===== src/hw/fps_pkg.sv =====
// =====================================================================
// Constants shared by the synthesizer control block
`default_nettype none
package fps_pkg;
  // =====================================================================
  // Register offsets (16-bit registers, word index)
  localparam logic [6:0] FPS_OFF_LOCK_STATUS = 7'h07;
  localparam logic [6:0] FPS_OFF_REF_DIV = 7'h19;
  localparam logic [6:0] FPS_OFF_MOD_ORDER = 7'h1b;
  localparam logic [6:0] FPS_OFF_FB_INT = 7'h1e;
  localparam logic [6:0] FPS_OFF_NUM_LO = 7'h1f;
  localparam logic [6:0] FPS_OFF_NUM_HI = 7'h20;
  localparam logic [6:0] FPS_OFF_DEN_LO = 7'h21;
  localparam logic [6:0] FPS_OFF_DEN_HI = 7'h22;
  localparam logic [6:0] FPS_OFF_SSC_EN = 7'h29;
  localparam logic [6:0] FPS_OFF_SSC_SEL = 7'h2a;
  localparam logic [6:0] FPS_OFF_LOCK_WIN = 7'h32;
  localparam logic [6:0] FPS_OFF_DET_CFG = 7'h33;
  // =====================================================================
  // Field positions
  localparam int FPS_BIT_LOCK_LIVE = 0;
  localparam int FPS_BIT_LOCK_STICKY = 1;
  localparam int FPS_BIT_SSC_EN = 15;
  localparam int FPS_BIT_SSC_TYPE = 5;
  localparam int FPS_POS_SSC_SEL = 1;
  localparam int FPS_POS_LOCK_WIN = 8;
  localparam int FPS_BIT_PFD_SE = 6;
  localparam int FPS_BIT_FRAC_CTRL = 10;
  // =====================================================================
  // Reset values
  localparam logic [7:0] FPS_RST_REF_DIV = 8'h01;
  localparam logic [1:0] FPS_RST_MOD_ORDER = 2'h0;
  localparam logic [14:0] FPS_RST_FB_INT = 15'h0060;
  localparam logic [15:0] FPS_RST_WORD = 16'h0000;
  localparam logic [7:0] FPS_RST_BYTE = 8'h00;
  localparam logic [2:0] FPS_RST_SSC_SEL = 3'h0;
  localparam logic [2:0] FPS_RST_LOCK_WIN = 3'h0;
  localparam logic FPS_RST_PFD_SE = 1'b1;
  // Denominator used when both denominator fields are zero
  localparam logic [24:0] FPS_DEN_FULL = 25'h1000000;
  // =====================================================================
  // Spread codes and timing
  localparam logic [2:0] FPS_SSC_LAST_CODE = 3'h3;
  localparam int FPS_CLK_HZ = 100000000;
  localparam int FPS_SSC_FMOD_HZ = 31500;
  localparam int FPS_SSC_HALF_INT = FPS_CLK_HZ / (2 * FPS_SSC_FMOD_HZ);
  localparam logic [10:0] FPS_SSC_HALF = FPS_SSC_HALF_INT[10:0];
  localparam logic [10:0] FPS_SSC_MID = FPS_SSC_HALF >> 1;
endpackage : fps_pkg
`default_nettype wire


===== src/hw/fps_tri.sv =====
`timescale 1ns/10ps
`default_nettype none
// =====================================================================
// Triangle ramp: climbs 0..HALF then falls back, one step per clock
module fps_tri
  import fps_pkg::*;
#(
  parameter logic [10:0] HALF = 11'h001
) (
  input wire logic clk,
  input wire logic rst,
  input wire logic en,
  output logic [10:0] ramp
);
  logic [10:0] ramp_q;
  logic down_q;

  assign ramp = ramp_q;

  // Up/down counter, parked at zero while disabled
  always_ff @(posedge clk) begin
    if (rst || !en) begin
      ramp_q <= 11'h000;
      down_q <= 1'b0;
    end else if (!down_q) begin
      if (ramp_q == HALF - 11'h001) begin
        down_q <= 1'b1;
      end
      ramp_q <= ramp_q + 11'h001;
    end else begin
      if (ramp_q == 11'h001) begin
        down_q <= 1'b0;
      end
      ramp_q <= ramp_q - 11'h001;
    end
  end

  // ramp stays bounded
  a_ramp_bound: assert property (@(posedge clk) disable iff (rst) ramp_q <= HALF)
    else $error("ramp above half period");
  // apex turns round
  a_ramp_apex: assert property (@(posedge clk) disable iff (rst)
    (en && ramp_q == HALF && $past(en)) |=> (!en || ramp_q == HALF - 11'h001))
    else $error("ramp did not turn at apex");
endmodule : fps_tri
`default_nettype wire


===== src/hw/fps_ctrl.sv =====
`timescale 1ns/10ps
`default_nettype none
//
// Contract
// PFD factor is reference divider value; zero selects doubler, factor one half.
// Oscillator equals PFD times integer divider plus fraction; integer is 15 bits.
// Numerator is upper 8-bit field joined above lower 16-bit field.
// Denominator joined likewise; all-zero denominator means two to the 24.
// Order zero is integer mode; 1, 2, 3 select shaper order.
// Software sets detector single-ended in integer, differential in fractional mode.
// Live lock shown in status and GPIO; sticky bit records lock loss.
// Software widens lock window to 7 for fractional mode with spread.
// Software keeps PFD frequency between 1 and 100 MHz.
// Software keeps oscillator between 2335 and 2615 MHz.
// Spread modulation is a triangle over time.
// Spread applies to synthesizer outputs only, never reference or PFD bypass.
// No spread while enable is 0; type selects down or center.
// Select codes 0..3 pick PFD and depth; codes 4..7 unused.
// Software uses spread only at 25 or 50 MHz PFD.
// Preset spread yields 31.5 kHz modulation rate.
// Loop acquires lock automatically after power-up when dividers are valid.
// Software keeps channel 2 powered in internal zero-delay mode.
// Sticky loss indication stays set until software clears it.
//
module fps_ctrl
  import fps_pkg::*;
(
  input wire logic MCLK,
  input wire logic RESET,
  input wire logic [6:0] REG_ADDR,
  input wire logic [15:0] REG_WDATA,
  input wire logic REG_WR,
  input wire logic REG_RD,
  output logic [15:0] REG_RDATA,
  output logic REG_RVALID,
  input wire logic LOCK_DETECT_IN,
  output logic LOCK_GPIO,
  output logic [7:0] REFERENCE_DIVIDE_VALUE,
  output logic PFD_DOUBLER_EN,
  output logic [14:0] FEEDBACK_INTEGER_VALUE,
  output logic [23:0] FRAC_NUM,
  output logic [24:0] FRAC_DEN,
  output logic [1:0] CASCADED_NOISE_SHAPER,
  output logic FRACTIONAL_MODE,
  output logic PFD_SINGLE_ENDED,
  output logic FRAC_PATH_CTRL,
  output logic [2:0] LOCK_WINDOW,
  output logic SSC_ACTIVE,
  output logic SSC_PFD_50M,
  output logic [15:0] SSC_OFFSET,
  output logic PLL_RUN
);
  // =====================================================================
  // Register storage
  logic [7:0] ref_div_q;
  logic [1:0] order_q;
  logic [14:0] fb_int_q;
  logic [15:0] num_lo_q;
  logic [7:0] num_hi_q;
  logic [15:0] den_lo_q;
  logic [7:0] den_hi_q;
  logic ssc_en_q;
  logic ssc_type_q;
  logic [2:0] ssc_sel_q;
  logic [2:0] lock_win_q;
  logic pfd_se_q;
  logic frac_ctrl_q;
  logic lock_live_q;
  logic lock_sticky_q;
  logic [15:0] rdata_d;
  logic sticky_clr;
  logic lock_lost;
  logic ssc_run;
  logic [10:0] ramp;
  logic [15:0] ramp_sh;

  // Software write of the register fields
  always_ff @(posedge MCLK) begin
    if (RESET) begin
      ref_div_q <= FPS_RST_REF_DIV;
      order_q <= FPS_RST_MOD_ORDER;
      fb_int_q <= FPS_RST_FB_INT;
      num_lo_q <= FPS_RST_WORD;
      num_hi_q <= FPS_RST_BYTE;
      den_lo_q <= FPS_RST_WORD;
      den_hi_q <= FPS_RST_BYTE;
      ssc_en_q <= 1'b0;
      ssc_type_q <= 1'b0;
      ssc_sel_q <= FPS_RST_SSC_SEL;
      lock_win_q <= FPS_RST_LOCK_WIN;
      pfd_se_q <= FPS_RST_PFD_SE;
      frac_ctrl_q <= 1'b0;
    end else if (REG_WR) begin
      case (REG_ADDR)
        FPS_OFF_REF_DIV: ref_div_q <= REG_WDATA[7:0];
        FPS_OFF_MOD_ORDER: order_q <= REG_WDATA[1:0];
        FPS_OFF_FB_INT: fb_int_q <= REG_WDATA[14:0];
        FPS_OFF_NUM_LO: num_lo_q <= REG_WDATA;
        FPS_OFF_NUM_HI: num_hi_q <= REG_WDATA[7:0];
        FPS_OFF_DEN_LO: den_lo_q <= REG_WDATA;
        FPS_OFF_DEN_HI: den_hi_q <= REG_WDATA[7:0];
        FPS_OFF_SSC_EN: ssc_en_q <= REG_WDATA[FPS_BIT_SSC_EN];
        FPS_OFF_SSC_SEL: begin
          ssc_type_q <= REG_WDATA[FPS_BIT_SSC_TYPE];
          ssc_sel_q <= REG_WDATA[FPS_POS_SSC_SEL +: 3];
        end
        FPS_OFF_LOCK_WIN: lock_win_q <= REG_WDATA[FPS_POS_LOCK_WIN +: 3];
        FPS_OFF_DET_CFG: begin
          pfd_se_q <= REG_WDATA[FPS_BIT_PFD_SE];
          frac_ctrl_q <= REG_WDATA[FPS_BIT_FRAC_CTRL];
        end
        default: begin
        end
      endcase
    end
  end

  // =====================================================================
  // Register read port, one cycle latency, unmapped reads zero
  always_comb begin
    rdata_d = 16'h0000;
    case (REG_ADDR)
      FPS_OFF_LOCK_STATUS: begin
        rdata_d[FPS_BIT_LOCK_LIVE] = lock_live_q;
        rdata_d[FPS_BIT_LOCK_STICKY] = lock_sticky_q;
      end
      FPS_OFF_REF_DIV: rdata_d[7:0] = ref_div_q;
      FPS_OFF_MOD_ORDER: rdata_d[1:0] = order_q;
      FPS_OFF_FB_INT: rdata_d[14:0] = fb_int_q;
      FPS_OFF_NUM_LO: rdata_d = num_lo_q;
      FPS_OFF_NUM_HI: rdata_d[7:0] = num_hi_q;
      FPS_OFF_DEN_LO: rdata_d = den_lo_q;
      FPS_OFF_DEN_HI: rdata_d[7:0] = den_hi_q;
      FPS_OFF_SSC_EN: rdata_d[FPS_BIT_SSC_EN] = ssc_en_q;
      FPS_OFF_SSC_SEL: begin
        rdata_d[FPS_BIT_SSC_TYPE] = ssc_type_q;
        rdata_d[FPS_POS_SSC_SEL +: 3] = ssc_sel_q;
      end
      FPS_OFF_LOCK_WIN: rdata_d[FPS_POS_LOCK_WIN +: 3] = lock_win_q;
      FPS_OFF_DET_CFG: begin
        rdata_d[FPS_BIT_PFD_SE] = pfd_se_q;
        rdata_d[FPS_BIT_FRAC_CTRL] = frac_ctrl_q;
      end
      default: rdata_d = 16'h0000;
    endcase
  end

  // Read data and valid flops
  always_ff @(posedge MCLK) begin
    if (RESET) begin
      REG_RDATA <= 16'h0000;
      REG_RVALID <= 1'b0;
    end else begin
      REG_RDATA <= REG_RD ? rdata_d : 16'h0000;
      REG_RVALID <= REG_RD;
    end
  end

  // =====================================================================
  // Lock status
  assign lock_lost = lock_live_q && !LOCK_DETECT_IN;
  assign sticky_clr = REG_WR && (REG_ADDR == FPS_OFF_LOCK_STATUS) && REG_WDATA[FPS_BIT_LOCK_STICKY];

  // live lock copies
  always_ff @(posedge MCLK) begin
    if (RESET) begin
      lock_live_q <= 1'b0;
      LOCK_GPIO <= 1'b0;
    end else begin
      lock_live_q <= LOCK_DETECT_IN;
      LOCK_GPIO <= LOCK_DETECT_IN;
    end
  end

  // sticky loss, set wins
  always_ff @(posedge MCLK) begin
    if (RESET) begin
      lock_sticky_q <= 1'b0;
    end else if (lock_lost) begin
      lock_sticky_q <= 1'b1;
    end else if (sticky_clr) begin
      lock_sticky_q <= 1'b0;
    end
  end

  // =====================================================================
  // Divider and mode outputs
  // divider image
  always_ff @(posedge MCLK) begin
    if (RESET) begin
      REFERENCE_DIVIDE_VALUE <= FPS_RST_REF_DIV;
      PFD_DOUBLER_EN <= 1'b0;
      FEEDBACK_INTEGER_VALUE <= FPS_RST_FB_INT;
      FRAC_NUM <= 24'h000000;
      FRAC_DEN <= FPS_DEN_FULL;
      CASCADED_NOISE_SHAPER <= FPS_RST_MOD_ORDER;
      FRACTIONAL_MODE <= 1'b0;
      PFD_SINGLE_ENDED <= FPS_RST_PFD_SE;
      FRAC_PATH_CTRL <= 1'b0;
      LOCK_WINDOW <= FPS_RST_LOCK_WIN;
      PLL_RUN <= 1'b0;
    end else begin
      REFERENCE_DIVIDE_VALUE <= ref_div_q;
      PFD_DOUBLER_EN <= (ref_div_q == 8'h00);
      FEEDBACK_INTEGER_VALUE <= fb_int_q;
      FRAC_NUM <= {num_hi_q, num_lo_q};
      FRAC_DEN <= ({den_hi_q, den_lo_q} == 24'h000000) ? FPS_DEN_FULL : {1'b0, den_hi_q, den_lo_q};
      CASCADED_NOISE_SHAPER <= order_q;
      FRACTIONAL_MODE <= (order_q != 2'h0);
      PFD_SINGLE_ENDED <= pfd_se_q;
      FRAC_PATH_CTRL <= frac_ctrl_q;
      LOCK_WINDOW <= lock_win_q;
      // acquisition starts at reset release
      PLL_RUN <= 1'b1;
    end
  end

  // =====================================================================
  // Spread modulation, only on synthesizer numerator path
  // spread gated by enable and valid code
  assign ssc_run = ssc_en_q && (ssc_sel_q <= FPS_SSC_LAST_CODE);

  // triangle at modulation rate
  fps_tri #(
    .HALF(FPS_SSC_HALF)
  ) fps_tri_i (
    .clk(MCLK),
    .rst(RESET),
    .en(ssc_run),
    .ramp(ramp)
  );

  // Depth doubles for the 0.50 percent codes
  assign ramp_sh = ssc_sel_q[0] ? {4'h0, ramp, 1'b0} : {5'h00, ramp};

  // offset down or centered
  always_ff @(posedge MCLK) begin
    if (RESET || !ssc_run) begin
      SSC_OFFSET <= 16'h0000;
      SSC_ACTIVE <= 1'b0;
      SSC_PFD_50M <= 1'b0;
    end else begin
      SSC_ACTIVE <= 1'b1;
      SSC_PFD_50M <= ssc_sel_q[1];
      if (ssc_type_q) begin
        SSC_OFFSET <= (ssc_sel_q[0] ? {4'h0, FPS_SSC_MID, 1'b0} : {5'h00, FPS_SSC_MID}) - ramp_sh;
      end else begin
        SSC_OFFSET <= 16'h0000 - ramp_sh;
      end
    end
  end

  // =====================================================================
  // Checks
  // doubler on zero
  a_doubler_sel: assert property (@(posedge MCLK) disable iff (RESET)
    (ref_div_q == 8'h00) |=> PFD_DOUBLER_EN)
    else $error("doubler not engaged for zero divider");
  // integer field image
  a_int_field: assert property (@(posedge MCLK) disable iff (RESET)
    ##1 FEEDBACK_INTEGER_VALUE == $past(fb_int_q))
    else $error("integer divider image wrong");
  // numerator join
  a_num_join: assert property (@(posedge MCLK) disable iff (RESET)
    ##1 FRAC_NUM == {$past(num_hi_q), $past(num_lo_q)})
    else $error("numerator join wrong");
  // zero denominator full
  a_den_zero: assert property (@(posedge MCLK) disable iff (RESET)
    (den_hi_q == 8'h00 && den_lo_q == 16'h0000) |=> FRAC_DEN == FPS_DEN_FULL)
    else $error("zero denominator not full scale");
  // order sets mode
  a_order_mode: assert property (@(posedge MCLK) disable iff (RESET)
    ##1 FRACTIONAL_MODE == ($past(order_q) != 2'h0))
    else $error("mode disagrees with order");
  // gpio mirrors status
  a_gpio_live: assert property (@(posedge MCLK) disable iff (RESET)
    LOCK_GPIO == lock_live_q)
    else $error("gpio and status lock differ");
  // loss is recorded
  a_sticky_loss: assert property (@(posedge MCLK) disable iff (RESET)
    $fell(lock_live_q) |-> lock_sticky_q)
    else $error("lock loss not recorded");
  // sticky holds
  a_sticky_hold: assert property (@(posedge MCLK) disable iff (RESET)
    (lock_sticky_q && !sticky_clr) |=> lock_sticky_q)
    else $error("sticky cleared without software");
  // disabled means flat
  a_ssc_off: assert property (@(posedge MCLK) disable iff (RESET)
    !ssc_en_q [*2] |-> SSC_OFFSET == 16'h0000 && !SSC_ACTIVE)
    else $error("spread present while disabled");
  // down stays negative
  a_down_sign: assert property (@(posedge MCLK) disable iff (RESET)
    (SSC_ACTIVE && !$past(ssc_type_q)) |-> (SSC_OFFSET == 16'h0000 || SSC_OFFSET[15]))
    else $error("down spread went positive");
  // reserved codes idle
  a_ssc_bad_code: assert property (@(posedge MCLK) disable iff (RESET)
    (ssc_sel_q > FPS_SSC_LAST_CODE) |=> !SSC_ACTIVE)
    else $error("reserved spread code active");

  c_lock_loss: cover property (@(posedge MCLK) disable iff (RESET) lock_lost);
  c_sticky_clear: cover property (@(posedge MCLK) disable iff (RESET) lock_sticky_q ##1 !lock_sticky_q);
  c_center_ssc: cover property (@(posedge MCLK) disable iff (RESET) SSC_ACTIVE && ssc_type_q && ramp == FPS_SSC_HALF);
  c_doubler: cover property (@(posedge MCLK) disable iff (RESET) PFD_DOUBLER_EN);
endmodule : fps_ctrl
`default_nettype wire


===== config.mk =====
export PLATFORM = sky130hd
export DESIGN_NAME = fps_ctrl
export DESIGN_NICKNAME = d
export VERILOG_FILES = /design/src/hw/fps_pkg.sv /design/src/hw/fps_tri.sv /design/src/hw/fps_ctrl.sv
export SDC_FILE = /design/constraint.sdc
export NUM_CORES = 1
export LEC_CHECK = 0
export BUFFER_PORTS_ARGS = -buffer_cell sky130_fd_sc_hd__clkbuf_2
export CAP_MARGIN = 20
export CORE_UTILIZATION = 62
export CTS_BUF_LIST = sky130_fd_sc_hd__clkbuf_2 sky130_fd_sc_hd__clkbuf_4 sky130_fd_sc_hd__clkbuf_8
export DETAILED_ROUTE_END_ITERATION = 12
export GPL_TIMING_DRIVEN = 1
export HOLD_SLACK_MARGIN = 0.08
export PLACE_DENSITY = 0.85
export SLEW_MARGIN = 30
export SYNTH_ARGS = -nofsm -noshare
export SYNTH_HDL_FRONTEND = slang
export SYNTH_SLANG_ARGS = --single-unit

===== constraint.sdc =====
create_clock -name MCLK -period 6.79 [get_ports MCLK]
set_input_delay 0.3395 -clock MCLK [delete_from_list [all_inputs] [get_ports MCLK]]
set_output_delay 0.3395 -clock MCLK [all_outputs]
set_load 0.05 [all_outputs]

==> impl_metrics.ini <==
[status]
status = finished clean

[yosys]
synth_edf_count = 0
syn_nets = 919
synthTopCellsByArea = dfxtp_1, nand2_1, nor2b_1, mux2i_1, a21oi_1
synth_top_cell_by_area = dfxtp_1
ys_types = 72
synthTopCellsByCount = dfxtp_1, nand2_1, nor2_1
ys_seq_area_share_pct = 51.21
synth_most_common_cell = dfxtp_1
syn-instance-count = 881
yosys_most_used_dff = dfxtp_1
synth.top_cell.area_share_pct = 51.21
ys_warn_count = 0
synth_seq_cells = 211
avgSynthCellArea_sq_um = 9.362
synth_area_sq_mm = 0.008248
async_flop_share_pct = 0

[routing]
drt-total-wl_um = 21470
vias_per_cell = 5.679
final_antenna_net_count = 0
firstDrtPassIters = 8
vias = 6883
drt_first_iter_violations = 658
routedWlPerCell_um = 17.72
post-route-drc-count = 0

[sta]
fin_worst_skew_ns = 0.01960
final.setup.tns_ns = 0
grt_setup_unrepaired = false
hold_viol = 0
finalCritPeriodShare_pct = 41.15
drv_slew = 0
finalCriticalPeriod_ns = 2.794
setup_violations = 0
fmax_mhz = 357.9
tightest_slew_ns = 0.8435
slew_headroom_pct = 43.56

[grt]
grt_max_degree = 82
grt-ovfl-total = 0
grt_first_pass_wirelength_um = 33090
antenna_found_initial = 0
grt_pass1_vias = 6344
track_usage_pct = 30.27

[cells_and_area]
antenna_cells = 0
layout-drive-gt1-share_pct = 23.37
final_util_pct = 75.87
nNetsFinal = 1055
seq_area_sq_mm = 0.004225
multi_input_area_sq_mm = 0.003666
area_growth_pct = 17.51
fillers = 875

[placed_design]
globalplace.congestion = 0.9484
dp_hpwl_um = 14130
port_buffers = 145

[pwr]
p_leak_nw = 3.972
power.density_mw_per_mm2 = 247.7
peakVddDrop_mv = 0.1764

[clocking]
clk-insertion-delay-late_ns = 0.58
cts_tree = done
h-tree-depth = 1
cts.sinks = 211
cts-root-buf = clkbuf_8
clk_path_buf_depth = 3
cts_buffers = 31
cts.clk_slew.worst_paths_ns = 0.06
post_cts_buffers = 0

[worst_setup_path]
crit_path_max_fanout = 30
worst-setup-path-type = register to register
startpoint_type = register
arrival_ns = 3.21
r2r-end = SSC_OFFSET[7]$_SDFF_PN0_
crit_required_ns = 7.21
r2r_slack_ns = 4.00
timing.rr.start = ssc_sel_q[0]$_SDFFE_PP0P_
crit_path_end = SSC_OFFSET[7]$_SDFF_PN0_
crit_start = ssc_sel_q[0]$_SDFFE_PP0P_
critPathCaptureType = register
reg2regPathDepth = 9

[floorplan]
die_w_um = 117.3
row_count = 41
dieArea_sq_mm = 0.01377
core_area_sq_mm = 0.01277
pin_count = 146
die_y_um = 117.3
start_util_pct = 64.57

[hold_path]
min_path_type = input pin to register

[job]
drv_cap = 0
==> kinds of logic (layout without fill, tap and decap cells) <==
group | after synthesis | after routing | synth area share, %
AO/OA/AOI/OAI | 151 | 151 | 12.06
XOR/XNOR | 24 | 24 | 2.549
adder cells (fa/ha/maj) | 11 | 11 | 1.729
buffers and inverters | 68 | 227 | 4.414
flip-flops | 211 | 211 | 51.21
multiplexers | 45 | 45 | 5.567
AND/OR/NAND/NOR | 371 | 371 | 22.47
==> cells in the final DEF (no fill, tap or decap), types with 4 or more instances in the layout <==
cell type and n:
a222oi_1 4, clkbuf_2 144, nand3b_1 4, xor2_1 9, nand2_1 128, nand3_1 16
ha_1 9, or2_2 9, a21oi_1 67, dfxtp_1 210, and2_1 23, a22o_1 9
nor2b_1 64, a221oi_1 7, inv_1 11, a22oi_1 11, clkbuf_8 42, mux2i_1 38
nor4_1 6, xnor2_1 15, mux2_2 7, buf_4 6, nor3_1 10, nor2_1 80
a211oi_1 4, dlygate4sd3_1 8, clkbuf_4 10, o21ai_0 19, nand4_1 4, nand2b_1 4
==> what timing repair did <==
item | CTS | global route
endpoints found under the hold margin | 19 | 0
hold buffers | 8 | 0
gates resized for setup | 0 | 0
==> how the worst min path moves through the flow <==
stage / start / end / slack [ns] / cells after the start
floorplan: pfd_se_q$_SDFFE_PP1P_ / PFD_SINGLE_ENDED$_SDFF_PP1_ / 0.43 / 1
global placement: num_lo_q[14]$_SDFFE_PP0P_ / num_lo_q[14]$_SDFFE_PP0P_ / 0.45 / 2
detailed placement: pfd_se_q$_SDFFE_PP1P_ / PFD_SINGLE_ENDED$_SDFF_PP1_ / 0.45 / 1
CTS: REG_WDATA[10] / frac_ctrl_q$_SDFFE_PP0P_ / 0.09 / 3
global route: REG_WDATA[10] / lock_win_q[2]$_SDFFE_PP0P_ / 0.09 / 3
finish: REG_WDATA[10] / num_lo_q[10]$_SDFFE_PP0P_ / 0.1 / 3
==> layout make-up <==
type / count / area share [%]
Clock buffer: 52 / 6.739
Clock inverter: 4 / 0.2711
Inverter: 12 / 0.4648
Multi-Input combinational cell: 602 / 37.83
Sequential cell: 211 / 43.60
Tap cell: 172 / 2.220
Timing Repair Buffer: 159 / 8.882
==> metrics by stage <==
step,setup slack [ns],hold slack [ns],area [sq um],power [mW],cells
6_report,3.996,0.09635,9692,2.401,1212
5_1_grt,3.799,0.09100,9692,2.476,1212
4_1_cts,3.583,0.08892,9691,2.400,1212
3_5_place_dp,3.606,0.4479,8931,1.346,1148
3_3_place_gp,3.732,0.4512,8916,1.346,1147
2_1_floorplan,4.029,0.4337,8248,1.315,881
==> power by group <==
group | total, mW | internal [mW] | switching [mW] | leakage, nW
clock | 1.08 | 0.605 | 0.471 | 0.366
sequential | 1.24 | 1.24 | 0.00240 | 1.70
combinational | 0.0821 | 0.0208 | 0.0613 | 1.91
==> sequential cells by signal, summed over array words and instances, names as in the netlist, 2 cells and up <==
signal,flops
FEEDBACK_INTEGER_VALUE,15
fb_int_q,15
den_lo_q,16
FRAC_NUM,24
num_lo_q,16
den_hi_q,8
REFERENCE_DIVIDE_VALUE,8
num_hi_q,8
ssc_sel_q,3
order_q,2
LOCK_WINDOW,3
SSC_OFFSET,13
lock_win_q,3
fps_tri_i.ramp,11
ref_div_q,8
REG_RDATA,16
CASCADED_NOISE_SHAPER,2
FRAC_DEN,25
==> worst max-delay path, cell delays in order (launching register included) <==
cell and delay [ns]:
dfxtp_2 0.69, inv_1 0.18, nor2_1 0.29, ha_1 0.25, nor2_1 0.08, a311oi_4 0.41, a311oi_2 0.22, or3_1 0.35
a21oi_1 0.13, a211oi_1 0.06
==> per-layer routing <==
metal | routed length, um | track usage, % | part of all wire, %
met3 | 2265 | 7.296 | 11
met4 | 801 | 12.82 | 3.7
met5 | 0 | 0 | 0
met2 | 9508 | 47.26 | 44
met1 | 8896 | 39.97 | 41
Power figures use the tool's default switching activity.
